File: config.mk
export PLATFORM = sky130hd
export DESIGN_NAME = ahr_host_port
export DESIGN_NICKNAME = d
export VERILOG_FILES = /design/src/common/ahr_pkg.sv /design/src/core/ahr_skid_buf.sv /design/src/core/ahr_host_port.sv
export SDC_FILE = /design/constraint.sdc
export NUM_CORES = 1
export LEC_CHECK = 0
export ABC_AREA = 0
export ABC_CLOCK_PERIOD_IN_PS = 3090
export BUFFER_PORTS_ARGS = -buffer_cell sky130_fd_sc_hd__buf_4
export CAP_MARGIN = 20
export CORE_ASPECT_RATIO = 1.1
export CORE_MARGIN = 2
export CORE_UTILIZATION = 55
export CTS_CLUSTER_SIZE = 8
export DETAILED_ROUTE_END_ITERATION = 16
export PLACE_DENSITY = 0.83
export SLEW_MARGIN = 20
export SYNTH_ARGS = -nofsm -noshare
export SYNTH_HDL_FRONTEND = slang
export SYNTH_SLANG_ARGS = --single-unit
export TNS_END_PERCENT = 100
File: constraint.sdc
create_clock -name clk -period 3.09 [get_ports clk]
set_clock_uncertainty 0.05 [all_clocks]
set_input_delay 0.4635 -clock clk [delete_from_list [all_inputs] [get_ports clk]]
set_output_delay 0.4635 -clock clk [all_outputs]
set_load 0.05 [all_outputs]
File: src/common/ahr_pkg.sv
// constants, types and trigger table of the host bus ready port
package ahr_pkg;
    localparam int BUS_W   = 12;
    localparam int CTRL_W  = 10;
    localparam int CNT_W   = 5;
    localparam int SYNC_W  = 5;

    // bus bit that picks control register 0 or 1 on a store
    localparam int REG_SEL_BIT = 10;

    // control register 1 field positions
    localparam int TRIG_LO_BIT = 2;
    localparam int TRIG_HI_BIT = 3;
    localparam int DATA_T_BIT  = 4;
    localparam int DATA_P_BIT  = 5;
    localparam int DIR_SEL_BIT = 6;

    localparam logic [CTRL_W-1:0] CTRL0_RESET = 10'h000;
    localparam logic [CTRL_W-1:0] CTRL1_RESET = 10'h030;
    localparam logic [BUS_W-1:0]  DATA_RESET  = 12'h000;
    localparam logic [CNT_W-1:0]  CNT_ZERO    = 5'h00;
    localparam logic [CNT_W-1:0]  CNT_ONE     = 5'h01;

    // clock and internal oscillator half period
    localparam int CLK_MHZ      = 125;
    localparam int OSC_HALF_NS  = 50;
    localparam int OSC_HALF_RAW = (OSC_HALF_NS * CLK_MHZ) / 1000;
    localparam int OSC_HALF_CYC = (OSC_HALF_RAW < 1) ? 1 : OSC_HALF_RAW;
    localparam logic [7:0] OSC_HALF_CNT = 8'(OSC_HALF_CYC);
    localparam logic [7:0] PULSE_ZERO   = 8'h00;
    localparam logic [7:0] PULSE_ONE    = 8'h01;

    // threshold in stored values, indexed by {channels-1, trigger select}
    localparam logic [CNT_W-1:0] TRIG_TABLE [16] = '{
        5'h01, 5'h04, 5'h08, 5'h0e,
        5'h02, 5'h04, 5'h08, 5'h0c,
        5'h03, 5'h06, 5'h09, 5'h0c,
        5'h04, 5'h08, 5'h0c, 5'h0c
    };

    typedef struct packed {
        logic chip_select_low_n;
        logic chip_select_high;
        logic read_n;
        logic write_n;
        logic conversion_clock;
    } ahr_pins_s;

    // pin levels of an idle bus: selects off, both strobes high
    localparam ahr_pins_s PINS_IDLE = 5'h16;

    typedef enum logic [1:0] {
        RDY_ARMED    = 2'b00,
        RDY_LEVEL_ON = 2'b01,
        RDY_PULSE_ON = 2'b10,
        RDY_DRAIN    = 2'b11
    } ahr_ready_e;
endpackage

File: src/core/ahr_skid_buf.sv
// two-entry buffer with valid/ready on both sides
`timescale 1ns/10ps
module ahr_skid_buf
    import ahr_pkg::*;
#(
    parameter int WIDTH = BUS_W
) (
    input  wire logic             clk,
    input  wire logic             reset_n,
    input  wire logic             clk_en,
    input  wire logic             in_valid,
    output logic                  in_ready,
    input  wire logic [WIDTH-1:0] in_data,
    output logic                  out_valid,
    input  wire logic             out_ready,
    output logic      [WIDTH-1:0] out_data
);
    logic [WIDTH-1:0] slot0;
    logic [WIDTH-1:0] slot1;
    logic [1:0]       count;
    logic [WIDTH-1:0] next_slot0;
    logic [WIDTH-1:0] next_slot1;
    logic [1:0]       next_count;
    logic             push;
    logic             pop;

    assign in_ready  = (count != 2'h2);
    assign out_valid = (count != 2'h0);
    assign out_data  = slot0;
    assign push      = in_valid & in_ready;
    assign pop       = out_valid & out_ready;

    always_comb begin
        next_slot0 = slot0;
        next_slot1 = slot1;
        next_count = count;
        if (pop) begin
            next_slot0 = slot1;
        end
        if (push) begin
            if (count == 2'h0 || (count == 2'h1 && pop)) begin
                next_slot0 = in_data;
            end else begin
                next_slot1 = in_data;
            end
        end
        if (push && !pop) begin
            next_count = count + 2'h1;
        end else if (pop && !push) begin
            next_count = count - 2'h1;
        end
    end

    always_ff @(posedge clk or negedge reset_n) begin
        if (!reset_n) begin
            slot0 <= '0;
            slot1 <= '0;
            count <= 2'h0;
        end else if (clk_en) begin
            slot0 <= next_slot0;
            slot1 <= next_slot1;
            count <= next_count;
        end
    end
endmodule

File: src/core/ahr_host_port.sv
// asynchronous host port: strobe forming, control registers, sample-ready output
`timescale 1ns/10ps
module ahr_host_port
    import ahr_pkg::*;
(
    input  wire logic              clk,
    input  wire logic              reset_n,
    input  wire logic              clk_en,
    input  wire logic              chip_select_low_n,
    input  wire logic              chip_select_high,
    input  wire logic              read_n,
    input  wire logic              write_n,
    input  wire logic              conversion_clock,
    input  wire logic [BUS_W-1:0]  data_in,
    output logic      [BUS_W-1:0]  data_out,
    output logic                   data_oe,
    input  wire logic              fifo_valid,
    output logic                   fifo_ready,
    input  wire logic [BUS_W-1:0]  fifo_data,
    input  wire logic [CNT_W-1:0]  fifo_count,
    input  wire logic [1:0]        channel_count,
    input  wire logic              continuous_mode,
    output logic      [CTRL_W-1:0] ctrl_reg0,
    output logic      [CTRL_W-1:0] ctrl_reg1,
    output logic      [1:0]        ctrl_written,
    output logic                   sample_ready_out
);
    //**********************************************************
    // pin synchronisers
    //**********************************************************
    ahr_pins_s pins_raw;
    ahr_pins_s pins_s1;
    ahr_pins_s pins_s2;
    ahr_pins_s pins_s3;
    ahr_pins_s pins_f;
    ahr_pins_s next_pins_f;
    logic [BUS_W-1:0] data_s1;
    logic [BUS_W-1:0] data_s2;
    logic [BUS_W-1:0] data_s3;
    logic [BUS_W-1:0] data_f;
    logic [BUS_W-1:0] next_data_f;

    assign pins_raw = '{chip_select_low_n: chip_select_low_n,
                        chip_select_high:  chip_select_high,
                        read_n:            read_n,
                        write_n:           write_n,
                        conversion_clock:  conversion_clock};

    // the bus word rides the same filter as the strobes, so the word taken
    // in the last active store cycle is the one the host held there
    always_comb begin
        next_data_f = data_f;
        for (int i = 0; i < BUS_W; i++) begin
            if (data_s2[i] == data_s3[i]) begin
                next_data_f[i] = data_s3[i];
            end
        end
    end

    // a change is accepted once second and third stage agree
    always_comb begin
        next_pins_f = pins_f;
        for (int i = 0; i < SYNC_W; i++) begin
            if (pins_s2[i] == pins_s3[i]) begin
                next_pins_f[i] = pins_s3[i];
            end
        end
    end

    always_ff @(posedge clk or negedge reset_n) begin
        if (!reset_n) begin
            // stages start at idle pin levels so no strobe edge follows reset
            pins_s1 <= PINS_IDLE;
            pins_s2 <= PINS_IDLE;
            pins_s3 <= PINS_IDLE;
            pins_f  <= PINS_IDLE;
            data_s1 <= DATA_RESET;
            data_s2 <= DATA_RESET;
            data_s3 <= DATA_RESET;
            data_f  <= DATA_RESET;
        end else if (clk_en) begin
            pins_s1 <= pins_raw;
            pins_s2 <= pins_s1;
            pins_s3 <= pins_s2;
            pins_f  <= next_pins_f;
            data_s1 <= data_in;
            data_s2 <= data_s1;
            data_s3 <= data_s2;
            data_f  <= next_data_f;
        end
    end

    //**********************************************************
    // internal fetch and store strobes
    //**********************************************************
    logic cs_ok;
    logic dir_mode;
    logic fetch_lvl;
    logic store_lvl;
    logic fetch_q;
    logic store_q;
    logic fetch_rise;
    logic store_fall;

    assign cs_ok    = !pins_f.chip_select_low_n && pins_f.chip_select_high;
    assign dir_mode = ctrl_reg1[DIR_SEL_BIT];

    always_comb begin
        if (dir_mode) begin
            // direction line: high reads, low writes; read input ignored
            fetch_lvl = cs_ok && pins_f.write_n;
            store_lvl = cs_ok && !pins_f.write_n;
        end else begin
            fetch_lvl = cs_ok && !pins_f.read_n && pins_f.write_n;
            store_lvl = cs_ok && !pins_f.write_n && pins_f.read_n;
        end
    end

    // one action per access: fetch acts on its start, store on its end
    assign fetch_rise = fetch_lvl && !fetch_q;
    assign store_fall = !store_lvl && store_q;

    always_ff @(posedge clk or negedge reset_n) begin
        if (!reset_n) begin
            fetch_q <= 1'b0;
            store_q <= 1'b0;
        end else if (clk_en) begin
            fetch_q <= fetch_lvl;
            store_q <= store_lvl;
        end
    end

    //**********************************************************
    // control registers
    //**********************************************************
    logic [BUS_W-1:0]  wdata;
    logic [BUS_W-1:0]  next_wdata;
    logic [CTRL_W-1:0] next_ctrl0;
    logic [CTRL_W-1:0] next_ctrl1;
    logic [1:0]        next_written;

    always_comb begin
        next_wdata   = wdata;
        next_ctrl0   = ctrl_reg0;
        next_ctrl1   = ctrl_reg1;
        next_written = 2'h0;
        if (store_lvl) begin
            next_wdata = data_f;
        end
        if (store_fall) begin
            if (wdata[REG_SEL_BIT]) begin
                next_ctrl1   = wdata[CTRL_W-1:0];
                next_written = 2'h2;
            end else begin
                next_ctrl0   = wdata[CTRL_W-1:0];
                next_written = 2'h1;
            end
        end
    end

    always_ff @(posedge clk or negedge reset_n) begin
        if (!reset_n) begin
            wdata        <= DATA_RESET;
            ctrl_reg0    <= CTRL0_RESET;
            ctrl_reg1    <= CTRL1_RESET;
            ctrl_written <= 2'h0;
        end else if (clk_en) begin
            wdata        <= next_wdata;
            ctrl_reg0    <= next_ctrl0;
            ctrl_reg1    <= next_ctrl1;
            ctrl_written <= next_written;
        end
    end

    //**********************************************************
    // fifo words onto the data bus
    //**********************************************************
    logic             buf_valid;
    logic [BUS_W-1:0] buf_data;
    logic [BUS_W-1:0] next_data_out;

    ahr_skid_buf #(
        .WIDTH (BUS_W)
    ) u_buf (
        .clk       (clk),
        .reset_n   (reset_n),
        .clk_en    (clk_en),
        .in_valid  (fifo_valid),
        .in_ready  (fifo_ready),
        .in_data   (fifo_data),
        .out_valid (buf_valid),
        .out_ready (fetch_rise),
        .out_data  (buf_data)
    );

    // an empty buffer leaves the previous word on the bus; the fetch still counts as a read
    always_comb begin
        next_data_out = data_out;
        if (fetch_rise && buf_valid) begin
            next_data_out = buf_data;
        end
    end

    always_ff @(posedge clk or negedge reset_n) begin
        if (!reset_n) begin
            data_out <= DATA_RESET;
            data_oe  <= 1'b0;
        end else if (clk_en) begin
            data_out <= next_data_out;
            data_oe  <= fetch_lvl;
        end
    end

    //**********************************************************
    // sample-ready output
    //**********************************************************
    ahr_ready_e       rdy_state;
    ahr_ready_e       next_rdy_state;
    logic [CNT_W-1:0] reads_left;
    logic [CNT_W-1:0] next_reads_left;
    logic [7:0]       pulse_cnt;
    logic [7:0]       next_pulse_cnt;
    logic             conv_prev;
    logic             conv_edge;
    logic             pulse_type;
    logic             active_high;
    logic [CNT_W-1:0] threshold;
    logic             trig_met;
    logic             pulse_done;
    logic [CNT_W-1:0] left_after;
    logic             rdy_active;
    logic             next_ready_out;

    assign pulse_type  = ctrl_reg1[DATA_T_BIT];
    assign active_high = ctrl_reg1[DATA_P_BIT];
    assign threshold   = TRIG_TABLE[{channel_count, ctrl_reg1[TRIG_HI_BIT], ctrl_reg1[TRIG_LO_BIT]}];
    assign trig_met    = (fifo_count >= threshold);
    assign conv_edge   = (pins_f.conversion_clock != conv_prev);
    assign left_after  = fetch_rise && (reads_left != CNT_ZERO) ? reads_left - CNT_ONE : reads_left;
    // continuous: ends on the next conversion clock edge; single: oscillator count
    assign pulse_done  = continuous_mode ? conv_edge : (pulse_cnt == PULSE_ONE);

    // reads_left counts fetches from the assert on, the first one included
    always_comb begin
        next_rdy_state  = rdy_state;
        next_reads_left = left_after;
        next_pulse_cnt  = pulse_cnt;
        case (rdy_state)
            RDY_ARMED: begin
                next_reads_left = reads_left;
                if (trig_met && !pulse_type) begin
                    next_rdy_state  = RDY_LEVEL_ON;
                    next_reads_left = threshold;
                end else if (trig_met && (!continuous_mode || conv_edge)) begin
                    next_rdy_state  = RDY_PULSE_ON;
                    next_reads_left = threshold;
                    next_pulse_cnt  = OSC_HALF_CNT;
                end
            end
            RDY_LEVEL_ON: begin
                if (fetch_rise) begin
                    next_rdy_state = (left_after == CNT_ZERO) ? RDY_ARMED : RDY_DRAIN;
                end
            end
            RDY_PULSE_ON: begin
                if (pulse_cnt != PULSE_ZERO) begin
                    next_pulse_cnt = pulse_cnt - PULSE_ONE;
                end
                if (pulse_done) begin
                    next_pulse_cnt = PULSE_ZERO;
                    next_rdy_state = (left_after == CNT_ZERO) ? RDY_ARMED : RDY_DRAIN;
                end
            end
            RDY_DRAIN: begin
                if (left_after == CNT_ZERO) begin
                    next_rdy_state = RDY_ARMED;
                end
            end
            default: begin
                next_rdy_state  = RDY_ARMED;
                next_reads_left = CNT_ZERO;
                next_pulse_cnt  = PULSE_ZERO;
            end
        endcase
    end

    assign rdy_active     = (next_rdy_state == RDY_LEVEL_ON) || (next_rdy_state == RDY_PULSE_ON);
    assign next_ready_out = active_high ? rdy_active : !rdy_active;

    always_ff @(posedge clk or negedge reset_n) begin
        if (!reset_n) begin
            rdy_state        <= RDY_ARMED;
            reads_left       <= CNT_ZERO;
            pulse_cnt        <= PULSE_ZERO;
            conv_prev        <= 1'b0;
            sample_ready_out <= CTRL1_RESET[DATA_P_BIT] ? 1'b0 : 1'b1;
        end else if (clk_en) begin
            rdy_state        <= next_rdy_state;
            reads_left       <= next_reads_left;
            pulse_cnt        <= next_pulse_cnt;
            conv_prev        <= pins_f.conversion_clock;
            sample_ready_out <= next_ready_out;
        end
    end
endmodule

==> summary.txt <==
CTS
  – Clock tree buffer depth: 2
  – TritonCTS clock tree: built
  – CTS clk-pin slew, worst paths: roughly 70 ps
  – CTS root buf: clkbuf_16
  – Clk Latency, worst-skew pair: around 430 ps
  – CTS buffer count: 17
  – H-tree Lvls: 4
  – Clk sinks: 154
  – Post-CTS Setup Inserts: 0

STA
  – Minimum clock period: approximately 3000 ps
  – Fin crit share: 0.961
  – Fmax: 337 MHz
  – Hold WS: 208 ps
  – Endpoints failing setup: 0
  – Tightest Pin Transition: 737 ps
  – Max_slew headroom: 0.505
  – Unrepaired setup endpoints after global routing: no
  – Slew Viols, Final: 0
  – Final hold vios: 0

Worst setup path
  – Critical path cell sequence: nor2b_2 -> nand2_1 -> o21ai_0 -> o21ai_2 -> ha_1 -> or4_4 -> a21oi_4 -> buf_4 -> nor2_1 -> a31oi_1 -> or4b_1 -> or2_4 -> o41ai_1
  – CP arrival: between 3000 and 4000 ps
  – Setup crit start: ctrl_reg1[3]
  – CP Capture Type: register
  – CP startpoint kind: register
  – Crit-path max FO: 7
  – Critical setup path kind: reg -> reg
  – Largest stage delay on the critical path: between 500 and 600 ps
  – Worst R2R Start: ctrl_reg1[3]
  – Slowest cell on the critical path: or4b_1
  – Cells on worst reg2reg path: 13
  – WP data required: between 3000 and 4000 ps

Finish
  – Synthesis-to-finish area growth: 21.3%
  – Multi-input gate area: between 0.002 and 0.003 mm2
  – Commonest non-fill, non-tap cell in the layout: dfrtp_1
  – Net count, final: about 700
  – Commonest cells after routing, fill and taps aside: 139 x dfrtp_1, 89 x mux2_2, 89 x buf_4
  – Cell Count, Final, Fillers Out: between 800 and 900
  – Share of layout cells above drive strength 1: 0.366
  – Reg area: 0.00387 mm2
  – Filler cell count: about 850
  – Inserted Diodes: 0

Placed design
  – Detailed Place HPWL: between 9000 and 10,000 um
  – Global placement routability congestion: ~0.84
  – Inst Count DP: around 800
  – IO buf count: 76

Die
  – Die Y: around 120 um
  – Initial cell density of the core: 0.563
  – DIE WIDTH: 110 um
  – IO Pins: 78
  – Die area: about 0.013 mm2
  – Cell Rows: 42
  – Core box area: 0.0120 mm2

Synth
  – Syn avg cell area: ~12 um2
  – Post-Syn Area: a little under 0.007 mm2
  – Async set-reset flop share out of synthesis: 1.00
  – EDFF count, synth: 0
  – Ys Warns: 0
  – Syn Nets: 627
  – Synth Register Bits: between 150 and 200
  – Synth unique cells: 62
  – Mapped Cells: 575
  – Post-synthesis sequential area ratio: 0.574
  – Dominant synthesized flop cell: dfrtp_1

Route
  – Pre-antenna DRT Iters: 5
  – Residual DRC count: 0
  – Detail Route Antenna Nets: 0
  – Vias: approximately 5,000
  – DR vias/cell: 5.89
  – Initial drt markers: 396
  – Routed WL: around 14,000 um
  – Post-DR wirelength/cell: between 15 and 20 um

GRT
  – Vias in the first global route: approximately 4,900
  – Pin count of the biggest net entering global routing: 70
  – First-pass GRT wire length: between 20,000 and 25,000 um
  – GRT overflow: 0
  – Gr usage total: 0.233
  – Initial antenna violation count: 0

Worst hold path
  – Worst Hold Path Cells: 2
  – Min-Delay Path Class: in -> reg
  – Hold_sp: data_in[7]

Power and ir drop
  – Maximum VDD drop: 550 uV
  – Leakage: about 0.0037 uW
  – Power density cells: between 900 and 1000 mW/mm2

Job
  – Max-Cap Viols: 0

Outcome
  – Outcome: finished, final reports clean
-- report_power, final --
part | internal (uW) | leakage (uW) | total [uW] | switching [uW]
clock network | 1160 | 0.000287 | 2060 | 892
registers | 2730 | 0.00184 | 3290 | 559
logic | 1130 | 0.00155 | 2740 | 1620
total | 5020 | 0.00368 | 8090 | 3070
-- repair_timing --
action,CTS,global route
hold endpoints to repair,56,0
gates resized for setup,2,10
setup endpoints to repair,2,2
hold buffers,1,0
-- flip-flops by register name, indices dropped and copies added (netlist names), 10 cells and up --
register	count
data_s2	11
data_out	12
u_buf.out_data	12
u_buf.slot1	12
data_f	11
wdata	11
ctrl_reg0	10
ctrl_reg1	10
data_s3	11
data_s1	11
-- critical path: cells and delay by family, from the launching register on --
| family | cells | cell delay (ps) |
|---|---|---|
| DFF | 1 | 440 |
| AOI/OAI and AO/OA | 5 | 720 |
| buffers and inverters | 1 | 140 |
| adders and majority gates | 1 | 200 |
| and+or+nand+nor | 6 | 1310 |
-- cell usage after synthesis, types with 3 or more instances --
library cell	instances	area, um2
a21o_1	3	22.5
a21oi_1	42	210
and2_1	3	18.8
clkbuf_1	20	75.1
dfrtp_1	140	3500
dfstp_2	14	368
ha_1	11	138
inv_1	29	109
mux2_2	89	1000
nand2_1	34	128
nand2b_1	4	25.0
nand4_1	4	25.0
nor2_1	34	128
nor2b_1	3	18.8
nor3_1	8	40.0
o21ai_0	62	310
o22a_1	3	26.3
o22ai_1	12	75.1
o31ai_1	5	37.5
xnor2_1	3	26.3
-- worst paths after layout --
kind / end / slack (ps)
worst max-delay path: pulse_cnt[7] / 120
worst min-delay path: data_s1[7] / 210
worst max register to register: pulse_cnt[7] / 120
worst min register to register: pins_s3[1] / 440
max in group asynchronous: pins_s2[1] / 1670
min in group asynchronous: ctrl_reg0[8] / 520
-- metrics by stage --
step,util,setup TNS (ps),instance area [um2],power (uW),setup WS (ps)
CTS,0.680,0,8150,8090,36.5
global route,0.683,0,8190,8510,28.6
global placement,0.629,0,7540,5790,6.46
floorplan,-,0,6750,5100,57.2
finish,0.683,0,8190,8090,120
detailed placement,0.629,-384,7540,5980,-176
-- cell type report --
cell class,instances,share of cell area
Clock buffer,18,0.0536
Clock inverter,14,0.0191
Inverter,30,0.0138
Multi-Input combinational cell,367,0.330
Sequential cell,154,0.473
Tap cell,154,0.0235
Timing Repair Buffer,92,0.0867
-- kinds of logic (layout without fill, tap and decap cells) --
| group | after synthesis | after routing | share of synthesized area |
|---|---|---|---|
| AO/OA/AOI/OAI | 152 | 152 | 0.137 |
| XOR/XNOR | 4 | 4 | 0.00519 |
| adder cells (fa/ha/maj) | 11 | 11 | 0.0204 |
| buffers and inverters | 54 | 154 | 0.0330 |
| flip-flops | 154 | 154 | 0.574 |
| multiplexers | 89 | 89 | 0.149 |
| AND/OR/NAND/NOR | 111 | 111 | 0.0818 |
-- routing by layer --
metal  part of all wire  up-vias  GRT usage  routed length (um)
met1               0.42     2474      0.291                5990
met5                  0        -          0                   0
met4              0.023        0      0.105                 334
met2               0.51      147      0.383                7420
met3              0.046       33     0.0559                 662
li1                   -     2232          -                   -
Note: power is estimated with default switching activity, not from simulation.
